--- src/hw/psa_defs.svh ---
`ifndef PSA_DEFS_SVH
`define PSA_DEFS_SVH

`define PSA_CORE_MHZ        125
`define PSA_PEAK_MHZ        20
`define PSA_PEAK_DIV        (`PSA_CORE_MHZ / `PSA_PEAK_MHZ)
`define PSA_GAIN_LIMIT_NS   100
`define PSA_GAIN_LIMIT_CYC  ((`PSA_GAIN_LIMIT_NS * `PSA_CORE_MHZ) / 1000)
`define PSA_I2S_DIV         4

`define PSA_OFS_CTRL        8'h00
`define PSA_OFS_PRE         8'h04
`define PSA_OFS_POST        8'h08
`define PSA_OFS_TRIG        8'h0c
`define PSA_OFS_BASE        8'h10
`define PSA_OFS_STAT        8'h14
`define PSA_OFS_RESULT      8'h18
`define PSA_OFS_CMD         8'h1c
`define PSA_OFS_TADDR       8'h20
`define PSA_OFS_CHOP        8'h24
`define PSA_OFS_LAST        8'h28

`define PSA_CTRL_ARM        0
`define PSA_CTRL_EQ         1
`define PSA_CTRL_RANGE_REL  2

`define PSA_ST_OVL          0
`define PSA_ST_SENS         1
`define PSA_ST_DSP          2
`define PSA_ST_DONE         3
`define PSA_ST_OVR          4
`define PSA_ST_BUSY         5
`define PSA_ST_PRESENT      6
`define PSA_ST_ATT16        7
`define PSA_ST_RANGE        8

`define PSA_PRE_RST         16'h0010
`define PSA_POST_RST        16'h0010
`define PSA_TRIG_RST        12'h100
`define PSA_BASE_RST        12'h800
`define PSA_CHOP_RST        8'h10

`endif

--- src/hw/psa_pkg.sv ---
package psa_pkg;
  typedef enum logic [1:0] {
    CAP_IDLE = 2'b00,
    CAP_PRE  = 2'b01,
    CAP_WAIT = 2'b10,
    CAP_POST = 2'b11
  } psa_cap_state_type;
endpackage

--- src/hw/psa_capture.sv ---
`timescale 1ns/100ps
module psa_capture (
  input  wire logic        i_core_clk,
  input  wire logic        i_rst,
  input  wire logic        i_arm,
  input  wire logic        i_sample_valid,
  input  wire logic [11:0] i_level,
  input  wire logic [15:0] i_word,
  input  wire logic [15:0] i_pre,
  input  wire logic [15:0] i_post,
  input  wire logic [11:0] i_trig_level,
  input  wire logic        i_mem_ready,
  output logic             o_mem_we,
  output logic [23:0]      o_mem_addr,
  output logic [15:0]      o_mem_data,
  output logic             o_busy,
  output logic             o_done,
  output logic             o_overrun,
  output logic [23:0]      o_trig_addr
);
  psa_pkg::psa_cap_state_type state_r;
  logic [15:0]                cnt_r;
  logic [15:0]                ring_r;
  logic [15:0]                ring_nxt;
  logic                       write_now;
  logic [23:0]                write_addr;

  assign ring_nxt = (16'(ring_r + 16'h0001) == i_pre) ? 16'h0000 : 16'(ring_r + 16'h0001);

  // The pre-trigger area is a ring at 0..pre-1; the trigger sample and the rest follow at pre.
  always_comb begin
    write_now  = 1'b0;
    write_addr = {8'h00, ring_r};
    case (state_r)
      psa_pkg::CAP_PRE: begin
        write_now = i_sample_valid;
      end
      psa_pkg::CAP_WAIT: begin
        write_now = i_sample_valid && ((i_level >= i_trig_level) || (i_pre != 16'h0000));
        if (i_level >= i_trig_level) begin
          write_addr = {8'h00, i_pre};
        end
      end
      psa_pkg::CAP_POST: begin
        write_now  = i_sample_valid;
        write_addr = 24'(i_pre) + 24'(cnt_r);
      end
      default: begin
        write_now = 1'b0;
      end
    endcase
  end

  // A sample that meets a busy memory is lost and flagged, since the converter cannot be paused.
  always_ff @(posedge i_core_clk or posedge i_rst) begin
    if (i_rst) begin
      o_mem_we   <= 1'b0;
      o_mem_addr <= 24'h000000;
      o_mem_data <= 16'h0000;
      o_overrun  <= 1'b0;
    end else begin
      o_mem_we   <= write_now && i_mem_ready;
      o_overrun  <= write_now && !i_mem_ready;
      if (write_now) begin
        o_mem_addr <= write_addr;
        o_mem_data <= i_word;
      end
    end
  end

  always_ff @(posedge i_core_clk or posedge i_rst) begin
    if (i_rst) begin
      state_r     <= psa_pkg::CAP_IDLE;
      cnt_r       <= 16'h0000;
      ring_r      <= 16'h0000;
      o_busy      <= 1'b0;
      o_done      <= 1'b0;
      o_trig_addr <= 24'h000000;
    end else begin
      o_done <= 1'b0;
      case (state_r)
        psa_pkg::CAP_IDLE: begin
          if (i_arm) begin
            state_r <= (i_pre == 16'h0000) ? psa_pkg::CAP_WAIT : psa_pkg::CAP_PRE;
            cnt_r   <= 16'h0000;
            ring_r  <= 16'h0000;
            o_busy  <= 1'b1;
          end
        end
        psa_pkg::CAP_PRE: begin
          if (i_sample_valid) begin
            ring_r <= ring_nxt;
            cnt_r  <= 16'(cnt_r + 16'h0001);
            if (16'(cnt_r + 16'h0001) == i_pre) begin
              state_r <= psa_pkg::CAP_WAIT;
            end
          end
        end
        psa_pkg::CAP_WAIT: begin
          if (i_sample_valid) begin
            if (i_level >= i_trig_level) begin
              o_trig_addr <= {8'h00, ring_r};
              cnt_r       <= 16'h0001;
              if (i_post <= 16'h0001) begin
                state_r <= psa_pkg::CAP_IDLE;
                o_busy  <= 1'b0;
                o_done  <= 1'b1;
              end else begin
                state_r <= psa_pkg::CAP_POST;
              end
            end else if (i_pre != 16'h0000) begin
              ring_r <= ring_nxt;
            end
          end
        end
        psa_pkg::CAP_POST: begin
          if (i_sample_valid) begin
            cnt_r <= 16'(cnt_r + 16'h0001);
            if (16'(cnt_r + 16'h0001) == i_post) begin
              state_r <= psa_pkg::CAP_IDLE;
              o_busy  <= 1'b0;
              o_done  <= 1'b1;
            end
          end
        end
        default: begin
          state_r <= psa_pkg::CAP_IDLE;
        end
      endcase
    end
  end
endmodule

--- src/hw/psa_i2s_tx.sv ---
`timescale 1ns/100ps
`include "psa_defs.svh"
module psa_i2s_tx (
  input  wire logic        i_core_clk,
  input  wire logic        i_rst,
  input  wire logic [15:0] i_left,
  input  wire logic [15:0] i_right,
  output logic             o_bclk,
  output logic             o_lrclk,
  output logic             o_sdata,
  output logic             o_frame
);
  logic [7:0]  div_r;
  logic [4:0]  bit_r;
  logic [4:0]  bit_nxt;
  logic [31:0] word_r;
  logic        fall;

  assign fall    = o_bclk && (div_r == 8'(`PSA_I2S_DIV - 1));
  assign bit_nxt = 5'(bit_r + 5'h01);

  // Data and word select change on the falling bit clock so the receiver samples mid-bit.
  always_ff @(posedge i_core_clk or posedge i_rst) begin
    if (i_rst) begin
      div_r   <= 8'h00;
      o_bclk  <= 1'b0;
      bit_r   <= 5'h1f;
      word_r  <= 32'h00000000;
      o_lrclk <= 1'b0;
      o_sdata <= 1'b0;
      o_frame <= 1'b0;
    end else begin
      o_frame <= 1'b0;
      if (div_r == 8'(`PSA_I2S_DIV - 1)) begin
        div_r  <= 8'h00;
        o_bclk <= ~o_bclk;
      end else begin
        div_r <= 8'(div_r + 8'h01);
      end
      if (fall) begin
        bit_r   <= bit_nxt;
        o_lrclk <= (bit_nxt >= 5'h0f) && (bit_nxt != 5'h1f);
        if (bit_nxt == 5'h00) begin
          word_r  <= {i_left, i_right};
          o_sdata <= i_left[15];
          o_frame <= 1'b1;
        end else begin
          o_sdata <= word_r[5'h1f - bit_nxt];
        end
      end
    end
  end
endmodule

--- src/hw/psa_ctrl.sv ---
// Overview of operation
// - Pick attenuation 1 or 16 from comparator.
// - Gain switched well inside 100 ns.
// - Take signed 12-bit peak samples at 20 MHz; the divider of 6 gives about 20.8 MHz.
// - Baseline near -2048 counts as zero signal.
// - Store each sample with gain and range.
// - Triggered capture with pre, post, level.
// - Overload trip raises host interrupt.
// - Overload trip forces sensor upper range.
// - Average sampling locked to chop period.
// - Average samples sent out over I2S.
// - 32-bit average result held for host.
// - Host and DSP traffic bridged here.
// - Equalizer on only for fast-settling sensors.
// - Sensor attach or detach interrupts host.
// - All clocks derived from one system clock.
//
// Our own choices: the placing of the registers and the strobed register port.
`timescale 1ns/100ps
`include "psa_defs.svh"
module psa_ctrl (
  input  wire logic        i_core_clk,
  input  wire logic        i_rst,
  input  wire logic [7:0]  i_reg_addr,
  input  wire logic [31:0] i_reg_wdata,
  input  wire logic        i_reg_wr,
  input  wire logic        i_reg_rd,
  output logic [31:0]      o_reg_rdata,
  input  wire logic        i_level_cmp,
  input  wire logic [11:0] i_peak_adc_data,
  output logic             o_peak_adc_clk,
  output logic             o_peak_gain_select_switch,
  output logic             o_mem_we,
  output logic [23:0]      o_mem_addr,
  output logic [15:0]      o_mem_data,
  input  wire logic        i_mem_ready,
  input  wire logic        i_overload_cmp,
  output logic             o_sensor_upper_range_force,
  input  wire logic        i_sensor_present,
  output logic             o_host_irq,
  output logic             o_equalizer_on,
  output logic             o_avg_conv_start,
  input  wire logic [15:0] i_avg_data_lo,
  input  wire logic [15:0] i_avg_data_hi,
  output logic             o_chop_drive,
  output logic             o_i2s_bclk,
  output logic             o_i2s_lrclk,
  output logic             o_i2s_sdata,
  output logic [31:0]      o_dsp_cmd,
  output logic             o_dsp_cmd_valid,
  input  wire logic [31:0] i_dsp_result,
  input  wire logic        i_dsp_result_we,
  input  wire logic        i_dsp_irq
);
  // Pins from outside: bit 0 level comparator, bit 1 overload, bit 2 sensor present.
  logic [2:0]  pin_in;
  logic [2:0]  sy1_r;
  logic [2:0]  sy2_r;
  logic [2:0]  sy3_r;
  logic [2:0]  stab_r;
  logic [2:0]  stab_d_r;
  logic [2:0]  prime_r;

  logic [15:0] pre_r;
  logic [15:0] post_r;
  logic [11:0] trig_r;
  logic [11:0] base_r;
  logic [7:0]  chop_half_r;
  logic        eq_r;
  logic        arm_r;
  logic        range_rel_r;
  logic [3:0]  sticky_r;
  logic [3:0]  sticky_set;
  logic [3:0]  sticky_clr;
  logic [31:0] result_r;

  logic [7:0]  pdiv_r;
  logic [11:0] sample_r;
  logic        sample_valid_r;
  logic [11:0] level_r;
  logic [15:0] last_word_r;

  logic [7:0]  chop_cnt_r;
  logic [15:0] avg_lo_r;
  logic [15:0] avg_hi_r;
  logic        frame;

  logic        cap_busy;
  logic        cap_done;
  logic        cap_overrun;
  logic [23:0] cap_trig_addr;
  logic        wr_hit;

  // Subtracts the programmed baseline and floors at zero, so the near-full-scale negative
  // idle code is read as no signal rather than an underflow.
  function automatic logic [11:0] baseline_level(input logic [11:0] smp, input logic [11:0] base);
    logic [12:0] diff;
    diff = 13'({smp[11], smp} - {base[11], base});
    if (diff[12] && (smp[11] == base[11] || smp[11])) begin
      baseline_level = 12'h000;
    end else if (diff[12]) begin
      baseline_level = 12'hfff;
    end else begin
      baseline_level = diff[11:0];
    end
  endfunction

  function automatic logic hit(input logic [7:0] addr, input logic [7:0] ofs);
    hit = (addr == ofs);
  endfunction

  assign pin_in = {i_sensor_present, i_overload_cmp, i_level_cmp};
  assign wr_hit = i_reg_wr;

  // Three-stage synchroniser; a level is accepted only once stages two and three agree.
  always_ff @(posedge i_core_clk or posedge i_rst) begin
    if (i_rst) begin
      sy1_r    <= 3'h0;
      sy2_r    <= 3'h0;
      sy3_r    <= 3'h0;
      stab_r   <= 3'h0;
      stab_d_r <= 3'h0;
      prime_r  <= 3'h0;
    end else begin
      sy1_r    <= pin_in;
      sy2_r    <= sy1_r;
      sy3_r    <= sy2_r;
      stab_r   <= (sy2_r & sy3_r) | (stab_r & (sy2_r | sy3_r));
      stab_d_r <= stab_r;
      prime_r  <= {prime_r[1:0], 1'b1};
    end
  end

  // Path from comparator pin to switch is five edges (40 ns), inside PSA_GAIN_LIMIT_CYC.
  // The path stays at attenuation 16 for three edges after reset, one edge before stab_r holds a real decision.
  always_ff @(posedge i_core_clk or posedge i_rst) begin
    if (i_rst) begin
      o_peak_gain_select_switch <= 1'b0;
    end else if (prime_r[2]) begin
      o_peak_gain_select_switch <= ~stab_r[0];
    end
  end

  // Overload forces upper range at once; software may release it only once the trip is gone.
  always_ff @(posedge i_core_clk or posedge i_rst) begin
    if (i_rst) begin
      o_sensor_upper_range_force <= 1'b1;
    end else if (stab_r[1]) begin
      o_sensor_upper_range_force <= 1'b1;
    end else if (range_rel_r) begin
      o_sensor_upper_range_force <= 1'b0;
    end
  end

  always_ff @(posedge i_core_clk or posedge i_rst) begin
    if (i_rst) begin
      o_equalizer_on <= 1'b0;
    end else begin
      o_equalizer_on <= eq_r;
    end
  end

  // Converter clock divided from the core clock; data is taken just before its rising edge.
  always_ff @(posedge i_core_clk or posedge i_rst) begin
    if (i_rst) begin
      pdiv_r         <= 8'h00;
      o_peak_adc_clk <= 1'b0;
      sample_r       <= 12'h800;
      sample_valid_r <= 1'b0;
      level_r        <= 12'h000;
    end else begin
      sample_valid_r <= 1'b0;
      if (pdiv_r == 8'(`PSA_PEAK_DIV - 1)) begin
        pdiv_r         <= 8'h00;
        sample_r       <= i_peak_adc_data;
        sample_valid_r <= 1'b1;
        level_r        <= baseline_level(i_peak_adc_data, base_r);
      end else begin
        pdiv_r <= 8'(pdiv_r + 8'h01);
      end
      o_peak_adc_clk <= (pdiv_r == 8'(`PSA_PEAK_DIV - 1)) || (pdiv_r < 8'(`PSA_PEAK_DIV / 2 - 1));
    end
  end

  always_ff @(posedge i_core_clk or posedge i_rst) begin
    if (i_rst) begin
      last_word_r <= 16'h0000;
    end else if (sample_valid_r) begin
      last_word_r <= {o_sensor_upper_range_force, ~o_peak_gain_select_switch, 2'b00, sample_r};
    end
  end

  psa_capture u_capture (
    .i_core_clk     (i_core_clk),
    .i_rst          (i_rst),
    .i_arm          (arm_r),
    .i_sample_valid (sample_valid_r),
    .i_level        (level_r),
    .i_word         ({o_sensor_upper_range_force, ~o_peak_gain_select_switch, 2'b00, sample_r}),
    .i_pre          (pre_r),
    .i_post         (post_r),
    .i_trig_level   (trig_r),
    .i_mem_ready    (i_mem_ready),
    .o_mem_we       (o_mem_we),
    .o_mem_addr     (o_mem_addr),
    .o_mem_data     (o_mem_data),
    .o_busy         (cap_busy),
    .o_done         (cap_done),
    .o_overrun      (cap_overrun),
    .o_trig_addr    (cap_trig_addr)
  );

  // Average path: one conversion per I2S frame, chop toggled every chop_half frames,
  // so every chop cycle holds the same whole number of samples.
  psa_i2s_tx u_i2s (
    .i_core_clk (i_core_clk),
    .i_rst      (i_rst),
    .i_left     (avg_lo_r),
    .i_right    (avg_hi_r),
    .o_bclk     (o_i2s_bclk),
    .o_lrclk    (o_i2s_lrclk),
    .o_sdata    (o_i2s_sdata),
    .o_frame    (frame)
  );

  // Converter results are read one frame after their start, so the pins are long settled.
  always_ff @(posedge i_core_clk or posedge i_rst) begin
    if (i_rst) begin
      o_avg_conv_start <= 1'b0;
      avg_lo_r         <= 16'h0000;
      avg_hi_r         <= 16'h0000;
      chop_cnt_r       <= 8'h00;
      o_chop_drive     <= 1'b0;
    end else begin
      o_avg_conv_start <= frame;
      if (frame) begin
        avg_lo_r <= i_avg_data_lo;
        avg_hi_r <= i_avg_data_hi;
        if (9'(chop_cnt_r) + 9'h001 >= 9'(chop_half_r)) begin
          chop_cnt_r   <= 8'h00;
          o_chop_drive <= ~o_chop_drive;
        end else begin
          chop_cnt_r <= 8'(chop_cnt_r + 8'h01);
        end
      end
    end
  end

  // Host command writes pass to the DSP as one-cycle strobes with the word beside them.
  always_ff @(posedge i_core_clk or posedge i_rst) begin
    if (i_rst) begin
      o_dsp_cmd       <= 32'h00000000;
      o_dsp_cmd_valid <= 1'b0;
    end else begin
      o_dsp_cmd_valid <= wr_hit && hit(i_reg_addr, `PSA_OFS_CMD);
      if (wr_hit && hit(i_reg_addr, `PSA_OFS_CMD)) begin
        o_dsp_cmd <= i_reg_wdata;
      end
    end
  end

  always_ff @(posedge i_core_clk or posedge i_rst) begin
    if (i_rst) begin
      result_r <= 32'h00000000;
    end else if (i_dsp_result_we) begin
      result_r <= i_dsp_result;
    end
  end

  always_ff @(posedge i_core_clk or posedge i_rst) begin
    if (i_rst) begin
      pre_r       <= `PSA_PRE_RST;
      post_r      <= `PSA_POST_RST;
      trig_r      <= `PSA_TRIG_RST;
      base_r      <= `PSA_BASE_RST;
      chop_half_r <= `PSA_CHOP_RST;
      eq_r        <= 1'b0;
      arm_r       <= 1'b0;
      range_rel_r <= 1'b0;
    end else begin
      arm_r       <= wr_hit && hit(i_reg_addr, `PSA_OFS_CTRL) && i_reg_wdata[`PSA_CTRL_ARM];
      range_rel_r <= wr_hit && hit(i_reg_addr, `PSA_OFS_CTRL) && i_reg_wdata[`PSA_CTRL_RANGE_REL];
      if (wr_hit) begin
        case (i_reg_addr)
          `PSA_OFS_CTRL: eq_r        <= i_reg_wdata[`PSA_CTRL_EQ];
          `PSA_OFS_PRE:  pre_r       <= i_reg_wdata[15:0];
          `PSA_OFS_POST: post_r      <= i_reg_wdata[15:0];
          `PSA_OFS_TRIG: trig_r      <= i_reg_wdata[11:0];
          `PSA_OFS_BASE: base_r      <= i_reg_wdata[11:0];
          `PSA_OFS_CHOP: chop_half_r <= i_reg_wdata[7:0];
          default: begin
          end
        endcase
      end
    end
  end

  // Sticky events, write one to clear; an event in the clearing cycle survives.
  always_comb begin
    sticky_set[`PSA_ST_OVL]  = stab_r[1] && !stab_d_r[1];
    sticky_set[`PSA_ST_SENS] = (stab_r[2] != stab_d_r[2]) && prime_r[2];
    sticky_set[`PSA_ST_DSP]  = i_dsp_irq;
    sticky_set[`PSA_ST_DONE] = cap_done;
    sticky_clr = (wr_hit && hit(i_reg_addr, `PSA_OFS_STAT)) ? i_reg_wdata[3:0] : 4'h0;
  end

  always_ff @(posedge i_core_clk or posedge i_rst) begin
    if (i_rst) begin
      sticky_r <= 4'h0;
    end else begin
      sticky_r <= (sticky_r & ~sticky_clr) | sticky_set;
    end
  end

  always_ff @(posedge i_core_clk or posedge i_rst) begin
    if (i_rst) begin
      o_host_irq <= 1'b0;
    end else begin
      o_host_irq <= |((sticky_r & ~sticky_clr) | sticky_set);
    end
  end

  logic overrun_r;
  always_ff @(posedge i_core_clk or posedge i_rst) begin
    if (i_rst) begin
      overrun_r <= 1'b0;
    end else begin
      overrun_r <= cap_overrun || (overrun_r &&
                   !(wr_hit && hit(i_reg_addr, `PSA_OFS_STAT) && i_reg_wdata[`PSA_ST_OVR]));
    end
  end

  always_ff @(posedge i_core_clk or posedge i_rst) begin
    if (i_rst) begin
      o_reg_rdata <= 32'h00000000;
    end else if (i_reg_rd) begin
      case (i_reg_addr)
        `PSA_OFS_CTRL:   o_reg_rdata <= {30'h0, eq_r, 1'b0};
        `PSA_OFS_PRE:    o_reg_rdata <= {16'h0000, pre_r};
        `PSA_OFS_POST:   o_reg_rdata <= {16'h0000, post_r};
        `PSA_OFS_TRIG:   o_reg_rdata <= {20'h00000, trig_r};
        `PSA_OFS_BASE:   o_reg_rdata <= {20'h00000, base_r};
        `PSA_OFS_STAT:   o_reg_rdata <= {23'h000000, o_sensor_upper_range_force, ~o_peak_gain_select_switch,
                                         stab_r[2], cap_busy, overrun_r, sticky_r};
        `PSA_OFS_RESULT: o_reg_rdata <= result_r;
        `PSA_OFS_TADDR:  o_reg_rdata <= {8'h00, cap_trig_addr};
        `PSA_OFS_CHOP:   o_reg_rdata <= {24'h000000, chop_half_r};
        `PSA_OFS_LAST:   o_reg_rdata <= {16'h0000, last_word_r};
        default:         o_reg_rdata <= 32'h00000000;
      endcase
    end else begin
      o_reg_rdata <= 32'h00000000;
    end
  end
endmodule

--- config.mk ---
export PLATFORM = sky130hd
export DESIGN_NAME = psa_ctrl
export DESIGN_NICKNAME = d
export VERILOG_FILES = /design/src/hw/psa_pkg.sv /design/src/hw/psa_capture.sv /design/src/hw/psa_i2s_tx.sv /design/src/hw/psa_ctrl.sv
export VERILOG_INCLUDE_DIRS = /design/src /design/src/hw
export SDC_FILE = /design/constraint.sdc
export NUM_CORES = 1
export LEC_CHECK = 0
export BUFFER_PORTS_ARGS = -buffer_cell sky130_fd_sc_hd__buf_2
export CORE_MARGIN = 4
export CORE_UTILIZATION = 30
export CTS_BUF_LIST = sky130_fd_sc_hd__clkbuf_4 sky130_fd_sc_hd__clkbuf_8 sky130_fd_sc_hd__clkbuf_16
export CTS_CLUSTER_DIAMETER = 60
export DETAILED_ROUTE_END_ITERATION = 8
export PLACE_DENSITY_LB_ADDON = 0.15
export RECOVER_POWER = 100
export SYNTH_ARGS = -nofsm -noshare
export SYNTH_HDL_FRONTEND = slang
export SYNTH_SLANG_ARGS = --single-unit
--- constraint.sdc ---
create_clock -name i_core_clk -period 19.77 [get_ports i_core_clk]
set_input_delay 3.954 -clock i_core_clk [delete_from_list [all_inputs] [get_ports i_core_clk]]
set_output_delay 3.954 -clock i_core_clk [all_outputs]
set_load 0.005 [all_outputs]
Word-level counts from Yosys, hierarchy flattened:

Cells that the tools add are included.

* bits in registers: 422
* input port bits: 126
* output and inout port bits: 116
* logic and storage cells: 209

* add/sub/neg operators: 10
* order comparisons: 6
* equal/unequal tests: 32
* multiplexer cells: 53
* bitwise operators: 11
* reductions and logical operators: 45

Operator list (count)
* one-hot mux 32 bit (10 select lines): 1
* two-way mux 16 bit: 10
* one-hot mux 16 bit (3 select lines): 2
* equality test 16 bit: 3
* one-hot mux 24 bit (2 select lines): 1
* adder 16 x 1 -> 16 bit (second input constant): 2
* equality test 8 x 5 -> 1 bit (second input constant): 4
* two-way mux 32 bit: 1
* adder 8 x 1 -> 8 bit (second input constant): 3
* equality test 8 x 6 -> 1 bit (second input constant): 3
* two-way mux 12 bit: 2
* two-way mux 8 bit: 3
* two-way mux 1 bit: 18
* two-way mux 2 bit: 9
* adder 16 x 16 -> 17 bit: 1
* equality test 8 x 3 -> 1 bit (second input constant): 2
* equality test 8 x 4 -> 1 bit (second input constant): 2
* less-or-equal comparator 16 x 1 -> 1 bit (second input constant): 1
* zero test 16 bit: 1
* AND reduction 2 bit: 8
* nonzero test 16 bit: 1
* logical AND 1 bit: 15
* AND reduction 7 bit: 2
* subtractor 12 x 12 -> 13 bit: 1
* other kinds (39): 61

Longest topological paths before layout:

Gate-level depths: netlist (run 1).

* word-level depth: 7
* depth in mapped cells: 13
* gate-level depth less buffers: 12

By module:

A second synthesis (run 1) with hierarchy kept.

* cell total of the unflattened synthesis: 1987
* area total of the unflattened synthesis: 20975.1 µm²

By module, submodules not included
* psa_ctrl: instances 1, cells each 1009, area an instance 11902.7 µm², seq. area each 7015.5 µm²
* psa_capture: instances 1, cells each 804, area an instance 6708.9 µm², seq. area each 2177.1 µm²
* psa_i2s_tx: instances 1, cells each 174, area an instance 2363.5 µm², seq. area each 1232.4 µm²

Least setup slack after synthesis (run 1):

No wires, ideal clock.

* path kind: input to register
* from: input i_peak_adc_data[0]
* to: register level_r[2]
* library setup time: 119 ps
* data arrival time: 6066 ps
* data required time: 19651 ps
* path slack: 13585 ps
* stages: 13
* buffers on the path: 1
* cell sequence: inv_1 ha_1 fa_1 nor2b_1 o21ai_0 a21boi_0 o21ai_0 a21oi_1 a31oi_1 nand2_1 clkbuf_1 o311ai_0 o21a_1

* longest elaborated chain between the ends: 3
* elaborated cells between the ends (all ways): 4
* those cells by class: add/sub: 1; mux: 2; reduce/logical: 1

Ends and longest elaborated chain
* start, declared: RTL line psa_ctrl.sv:30 `input wire logic [11:0] i_peak_adc_data,`
* subtractor 12 x 12 -> 13 bit (*): RTL line psa_ctrl.sv:98 `diff = 13'({smp[11], smp} - {base[11], base});`
* two-way mux 12 bit or logical AND 1 bit (tied branches): RTL line psa_ctrl.sv:101, psa_ctrl.sv:99
* two-way mux 12 bit (*): RTL line psa_ctrl.sv:99 `if (diff[12] && (smp[11] == base[11] || smp[11])) begin`
* end signal, assigned: RTL line psa_ctrl.sv:177 `level_r <= baseline_level(i_peak_adc_data, base_r);`
* end, declared: RTL line psa_ctrl.sv:80 `logic [11:0] level_r;`

Every way passes the cells marked *; elsewhere a longest branch is shown, timed or not.
A chain may end at the register's enable or synchronous reset.

==> results of run 1 <==
## state kept, by name (all words and copies together), names as in the netlist, 12 cells and up
register	count
u_capture.o_mem_data	14
o_reg_rdata	32
avg_hi_r	16
post_r	16
u_i2s.word_r	32
last_word_r	14
u_capture.ring_r	16
u_capture.cnt_r	16
o_dsp_cmd	32
trig_r	12
avg_lo_r	16
u_capture.o_mem_addr	17
result_r	32
pre_r	16
u_capture.o_trig_addr	16
sample_r	12
base_r	12
level_r	12
## metal layers
metal,up-vias,track usage (%)
met5,-,0
li1,6884,-
met1,7496,25.1
met4,6,4.50
met2,423,28.4
met3,86,3.67
## power breakdown
group / switching [uW] / internal [uW]
sequential: 71.0 / 918
clock: 391 / 559
combinational: 220 / 137
total: 681 / 1610
## synth_stat cells (all sizes together), types with 6 or more instances
cell and number:
o211ai 14, a22oi 27, o41ai 6, nor3 21, or2 7, nor2 99
ha 63, o31ai 13, clkbuf 65, a31oi 26, a221oi 9, inv 62
or4 6, mux2i 6, a22o 23, dfrtp 402, a222oi 25, o21a 18
buf 40, nand3 34, nor2b 21, nand4 13, dfstp 12, mux2 202
nor4 15, a21o 13, nand2 202, and2 28, xor2 39, xnor2 70
o21ai 76, a211oi 9, a21oi 51, nand2b 11, mux4 8, and3 18
## stage by stage
| stage | area [um2] | std cells | total power [uW] |
|---|---|---|---|
| 4_1_cts | 23900 | 2929 | 2350 |
| 6_report | 23700 | 2929 | 2300 |
| 2_1_floorplan | 20200 | 1822 | 1220 |
| 5_1_grt | 23700 | 2929 | 2410 |
| 3_3_place_gp | 22200 | 2834 | 1380 |
| 3_5_place_dp | 22200 | 2834 | 1380 |
## layout by cell type, fill, tap and decap left out, drive strengths merged, types with 12 or more instances in the layout
master | synthesis | routed
xnor2 | 70 | 70
a21o | 13 | 13
buf | 40 | 138
nand3 | 34 | 34
o21ai | 76 | 76
clkbuf | 65 | 186
o21a | 18 | 18
inv | 62 | 65
dfrtp | 402 | 402
dfstp | 12 | 12
ha | 63 | 63
o31ai | 13 | 13
mux2 | 202 | 202
nor4 | 15 | 15
o211ai | 14 | 14
clkinv | 0 | 15
nor2b | 21 | 21
and3 | 18 | 18
a22oi | 27 | 27
nand2 | 202 | 202
a21oi | 51 | 51
nand4 | 13 | 13
and2 | 28 | 28
xor2 | 39 | 39
a31oi | 26 | 26
a222oi | 25 | 25
nor2 | 99 | 99
a22o | 23 | 23
nor3 | 21 | 21
## final timing paths
path | endpoint | slack [ps]
setup / recovery | u_i2s.word_r[24] | 9390
hold / removal | prime_r[1] | 350
setup reg to reg | u_capture.o_mem_addr[15] | 14790
hold reg to reg | prime_r[1] | 350
max in group i_core_clk | level_r[2] | 13170
min in group asynchronous | pdiv_r[7] | 4670
## kinds of logic after synthesis
logic type,count (synthesis),synth area share [%]
flip-flops,414,51.4
XOR/XNOR,109,4.73
AO/OA/AOI/OAI,348,12.1
AND/OR/NAND/NOR,490,11.5
buffers and inverters,167,3.41
multiplexers,216,12.5
adder cells (fa/ha/maj),68,4.25
other,2,0.0372
## worst register-to-register path, delay by kind of cell, from the launching register on
| family | cells | cell delay, ps |
|---|---|---|
| buffers and inverters | 2 | 1970 |
| and+or+nand+nor | 3 | 440 |
| AOI/OAI and AO/OA | 6 | 1570 |
| adders and majority gates | 1 | 290 |
| DFF | 1 | 560 |
## cell type report
cell class,instances,area [um2],share of cell area (%)
sequential,414,10400,43.8
multi-input combinational,1241,9100,38.4
clock buffer,71,1490,6.29
timing repair buffer,253,1150,4.88
tap,864,1080,4.56
clock inverter,24,250,1.06
inverter,62,234,0.988
==> impl_results.rst, run 1 <==
.. list-table::
   :header-rows: 1

   * - Metric
     - Value
   * - Number of buffers inserted during clock tree synthesis
     - 51
   * - Routed metal-1 wire length
     - 29.2 mm
   * - DRC violation count after routing
     - 0
   * - Maximum capacitance violations
     - 8
   * - Maximum buffer depth of the clock tree
     - 3
   * - Worst hold slack
     - 347 ps
   * - Initial standard-cell utilization of the core
     - 30.5%
   * - Hold Vio Cnt, Final
     - 0
   * - Final setup margin
     - 9390 ps
   * - Clock sink count
     - 414
   * - Worst endpoint data arrival time
     - 10,210 ps
   * - Ratio of routed vias to standard cells
     - 5.09
   * - Synth Warn #
     - 0
   * - Count of nets left with antenna violations after detail routing
     - 0
   * - Launching element type of the critical path
     - primary input
   * - Maximum clock skew at final layout
     - 35.1 ps
   * - Slowest-stage cell, CP
     - sky130_fd_sc_hd__clkbuf_1
   * - Util after Layout
     - 35.8%
   * - Maximum VDD drop
     - 0.0000544 V
   * - Number of failing setup endpoints in the final timing report
     - 0
   * - Clock tree from TritonCTS
     - built
   * - Routed length on met2
     - 29.7 mm
   * - Number of instances resized during post-cts repair
     - 0
   * - Period minus WS final
     - 10,380 ps
   * - CTS Root Cell
     - sky130_fd_sc_hd__clkbuf_16
   * - Detailed placement HPWL
     - 46.8 mm
   * - Chip height
     - 267 um
   * - Antenna diodes
     - 0
   * - Hold-fix buffers at CTS
     - 0
   * - Number of global-route vias before repair
     - 15,200
   * - Async set or reset register ratio after synthesis
     - 100%
   * - Number of buffer and inverter stages on the critical path
     - 4
   * - Cells traversed along the worst timing path
     - buf_2, clkinvlp_2, buf_12, clkbuf_1
   * - Number of register bits inferred by synthesis
     - 414
   * - Placement Setup Slack
     - 12,610 ps
   * - Average cell area after synthesis
     - 11.1 um2
   * - Worst relative slew slack
     - -202%
   * - Worst reg2reg path depth
     - 12
   * - Leading post-synthesis cells by cell area
     - sky130_fd_sc_hd__dfrtp_1 50%, sky130_fd_sc_hd__mux2_2 11%, sky130_fd_sc_hd__ha_1 3.9%
   * - Fillers
     - 6,621
   * - Synthesized instance count
     - 1,814
   * - First-pass GRT wire length
     - 97.8 mm
   * - Area growth, synth to finish
     - 17.4%
   * - Total negative slack
     - 0 ps
   * - Status
     - finished, violations left
   * - Total track usage
     - 17.9%
   * - Number of antenna violations at the first check in global routing
     - 4
   * - Routed vias
     - 14,900
   * - Distinct cell type count after synthesis
     - 79
   * - Routability congestion estimate
     - 0.874
   * - Areal power density over the cells
     - 96.9 nW/um2
   * - Top layer in use
     - met5
   * - Yosys top cell by area
     - sky130_fd_sc_hd__dfrtp_1
   * - Met3 routed wirelength
     - 4.09 mm
   * - Slew Viols, Final
     - 426
   * - Family with the most delay on the worst path
     - buffers and inverters
   * - Critical register-to-register path startpoint
     - trig_r[8]
   * - Worst Tran Pin Value
     - 4510 ps
   * - WL per Instance
     - 22.0 um
   * - Failing checks
     - max-capacitance violations, max-slew violations
   * - Kind of path behind the tightest hold check
     - reg2reg
   * - Highest achievable clock rate
     - 96.3 MHz
   * - Largest net degree at the start of global routing
     - 180
   * - Biggest fanout along the worst timing path
     - 179
   * - Full die area
     - 71,500 um2
   * - Netlist area before placement
     - 20,200 um2
   * - Max stage delay on crit path
     - 2770 ps
   * - Worst setup EP type
     - asynchronous set/reset pin
   * - Horizontal die dimension
     - 267 um
   * - Depth of the worst hold-timing path
     - 0
   * - Crit path required time
     - 19,600 ps
   * - Tcrit/Tclk final
     - 52.5%
   * - Number of I/O pins
     - 242
   * - Leakage power
     - 0.0108 uW
   * - EDFF count, synth
     - 0
   * - Number of detailed-route iterations in the first pass
     - 6
   * - Total number of nets in the final design
     - 2,214
   * - Total detailed-routing wirelength
     - 64.5 mm
   * - Portion of the post-synthesis area used by sequential elements
     - 51.4%
   * - Starting DRC count in detailed routing
     - 995
   * - Number of post-CTS setup repair buffers
     - 0
   * - Grt ovf
     - 0
   * - CP Launch Point
     - i_rst
   * - Category of the critical setup timing path
     - in2async
   * - Fraction of final layout cells sized beyond drive strength 1
     - 22.3%
   * - Later-pin clock latency in the skew report
     - 610 ps
   * - Startpoint of the tightest hold check path
     - prime_r[0]
   * - Primary flip-flop cell chosen by synthesis mapping
     - sky130_fd_sc_hd__dfrtp_1
   * - Maximum level of the CTS H-tree
     - 2
   * - Fraction of post-synthesis cell area in the top cell type by area
     - 49.9%
   * - Core ar.
     - 66,200 um2
   * - Port Buffers
     - 232
   * - Clock-pin slew on the worst setup and hold paths
     - 60 ps
   * - Number of core rows
     - 94
   * - Setup repair after global routing missed its margin
     - false
   * - Critical path depth
     - 4
No activity file was read; power rests on OpenSTA's default activity.
==> run 2, diff against run 1 <==
==> constraint.sdc (replaced) <==
create_clock -name i_core_clk -period 10.2 [get_ports i_core_clk]
set_input_delay 2.04 -clock i_core_clk [delete_from_list [all_inputs] [get_ports i_core_clk]]
set_output_delay 2.04 -clock i_core_clk [all_outputs]
set_load 0.005 [all_outputs]
==> impl_results.rst, run 2 (synthesis gave the netlist of run 1 again) <==
.. list-table::
   :header-rows: 1

   * - Metric
     - Value
   * - Port Buffers
     - 232 (unchanged)
   * - Finished Layout Cells
     - 2,938 (+0.31%)
   * - Biggest fanout along the worst timing path
     - 72 (-60%)
   * - Tcrit/Tclk final
     - 63.2%
   * - Ratio of routed vias to standard cells
     - 5.09 (about the same)
   * - Hold Vio Cnt, Final
     - 0 (unchanged)
   * - Later-pin clock latency in the skew report
     - 620 ps (about the same)
   * - Number of core rows
     - 94 (unchanged)
   * - Failing checks
     - max-capacitance violations, max-slew violations
   * - Clock sink count
     - 414 (unchanged)
   * - Number of placed cells counting well taps
     - 2,833 (-0.035%)
   * - Maximum capacitance violations
     - 8 (unchanged)
   * - Depth of the worst hold-timing path
     - 0 (unchanged)
   * - Total number of nets in the final design
     - 2,217 (+0.14%)
   * - Switching power as a share of total power
     - 29.8% (+0.073 points)
   * - Worst relative slew slack
     - -162% (+40 points)
   * - Maximum clock skew at final layout
     - 36.1 ps (+1.05 ps)
   * - Area growth, synth to finish
     - 17.9%
   * - Crit path required time
     - 9980 ps (-9620 ps)
   * - Portion of total power attributed to sequential cells
     - 42.4% (-0.7 points)
   * - Startpoint of the tightest hold check path
     - sy1_r[0]
   * - Core ar.
     - 66,200 um2 (unchanged)
   * - First-pass GRT wire length
     - 98.4 mm (+0.66%)
   * - Launching element type of the critical path
     - primary input
   * - Clock share of power
     - 42.1% (+0.7 points)
   * - Category of the critical setup timing path
     - in2async
   * - Hold-fix buffers at CTS
     - 0 (unchanged)
   * - Chip height
     - 267 um (unchanged)
   * - Initial standard-cell utilization of the core
     - 30.5% (unchanged)
   * - Combinational Power Share
     - 15.5% (about the same)
   * - Routed vias
     - 14,900 (+0.35%)
   * - Worst hold path endpoint
     - sy2_r[0]
   * - Leakage power
     - 0.0109 uW (+0.88%)
   * - Status
     - finished, violations left
   * - Worst hold slack
     - 346 ps (-0.402 ps)
   * - Switching component of the power
     - 1350 uW (+97%)
   * - Full die area
     - 71,500 um2 (unchanged)
   * - CTS Root Cell
     - sky130_fd_sc_hd__clkbuf_16
   * - WL per Instance
     - 22.3 um (+1.4%)
   * - Number of post-CTS setup repair buffers
     - 0 (unchanged)
   * - Count of nets left with antenna violations after detail routing
     - 0 (unchanged)
   * - Clock-pin slew on the worst setup and hold paths
     - 60 ps (about the same)
   * - Number of instances resized during post-cts repair
     - 0 (unchanged)
   * - Number of failing setup endpoints in the final timing report
     - 0 (unchanged)
   * - Setup repair after global routing missed its margin
     - false
   * - Number of global-route vias before repair
     - 15,200 (+0.15%)
   * - Total negative slack
     - 0 ps (unchanged)
   * - Reg2Reg Setup Slack
     - 5410 ps (-9380 ps)
   * - Pint
     - 3180 uW (+97%)
   * - Starting DRC count in detailed routing
     - 1,085 (+9.0%)
   * - Number of detailed-route iterations in the first pass
     - 8 (+2)
   * - Max stage delay on crit path
     - 2810 ps (+40 ps)
   * - Period minus WS final
     - 6440 ps
   * - DRC violation count after routing
     - 0 (unchanged)
   * - Maximum level of the CTS H-tree
     - 2 (unchanged)
   * - Grt ovf
     - 0 (unchanged)
   * - Horizontal die dimension
     - 267 um (unchanged)
   * - Kind of path behind the tightest hold check
     - reg2reg
   * - Maximum VDD drop
     - 0.000124 V (+130%)
   * - Fraction of final layout cells sized beyond drive strength 1
     - 23.6% (+1.2 points)
   * - Highest achievable clock rate
     - 155 MHz
   * - Slew Viols, Final
     - 378 (-11%)
   * - Critical register-to-register path startpoint
     - trig_r[8]
   * - Worst Tran Pin Value
     - 3930 ps (-578 ps)
   * - Number of I/O pins
     - 242 (unchanged)
   * - Total detailed-routing wirelength
     - 65.5 mm (+1.7%)
   * - Routability congestion estimate
     - 0.855 (-2.2%)
   * - Number of antenna violations at the first check in global routing
     - 6 (+2)
   * - Slowest-stage cell, CP
     - sky130_fd_sc_hd__clkbuf_1
   * - Maximum buffer depth of the clock tree
     - 3 (unchanged)
   * - Detailed placement HPWL
     - 46.9 mm (+0.12%)
   * - Total track usage
     - 18.1% (+0.24 points)
   * - Fillers
     - 6,635 (+0.21%)
   * - Clock tree from TritonCTS
     - built
   * - Worst reg2reg path depth
     - 12 (unchanged)
   * - Largest net degree at the start of global routing
     - 163 (-9.4%)
   * - Cells traversed along the worst timing path
     - buf_2, clkinvlp_2, clkbuf_1
   * - Capturing point of the worst reg2reg path
     - u_capture.o_mem_addr[15]
   * - Worst setup EP type
     - asynchronous set/reset pin
   * - Most common cell after layout, fill and taps aside
     - sky130_fd_sc_hd__dfrtp_1
   * - Number of buffers inserted during clock tree synthesis
     - 54 (+5.9%)
   * - Commonest cells after routing, fill and taps aside
     - 402 x sky130_fd_sc_hd__dfrtp_1, 202 x sky130_fd_sc_hd__nand2_1, 195 x sky130_fd_sc_hd__mux2_2
   * - Areal power density over the cells
     - 190 nW/um2 (+96%)
   * - Worst endpoint data arrival time
     - 6230 ps (-3980 ps)
-- run 2: final cells by class --
cell class                      instances  area, um2  area share [%]
Antenna cell                            3       7.51          0.0315
Sequential cell                       414      10400            43.6
Clock inverter                         22        204           0.857
Timing Repair Buffer                  253       1180            4.96
Inverter                               62        234           0.983
Clock buffer                           79       1610            6.76
Tap cell                              864       1080            4.54
Multi-Input combinational cell       1241       9110            38.3
-- run 2: layer usage --
metal  share of wire [%]  global-route usage [%]  wire (um)
met1                  45                    25.5      29700
met4                 2.7                    5.24       1790
met5               0.052                       0         34
met2                  46                    28.2      29800
met3                 6.3                    4.04       4160
-- run 2: worst max-delay path: cells and delay by family --
family                 cells  cell delay, ps
buffers and inverters      3            4050
-- run 2: per-stage QoR --
step                utilization, %  total power [uW]  cell area [um2]  setup slack [ps]
floorplan                        -              2370            20200              2590
global placement              33.5              2670            22200              5040
detailed placement            33.5              2680            22200              4970
CTS                           36.2              4630            24000              5610
global route                  35.9              4740            23800              2650
finish                        35.9              4520            23800              3760
-- run 2: power groups by stage --
stage          clock (uW)  combinational, uW  sequential [uW]
2_1_floorplan           0                480             1890
3_3_place_gp            0                732             1940
3_5_place_dp            0                740             1940
4_1_cts              1970                743             1920
5_1_grt              2030                778             1930
6_report             1900                699             1920
-- run 2: how the worst max path moves through the flow --
stage,startpoint,to,slack [ps],depth (start not counted)
after floorplan,i_rst,arm_r,2590,1
after global placement,i_peak_adc_data[0],level_r[4],5040,13
after detailed placement,i_peak_adc_data[0],level_r[4],4970,13
after CTS,i_peak_adc_data[0],level_r[4],5610,13
after global routing,i_rst,o_dsp_cmd[12],2650,3
final,i_rst,o_dsp_cmd[14],3760,3
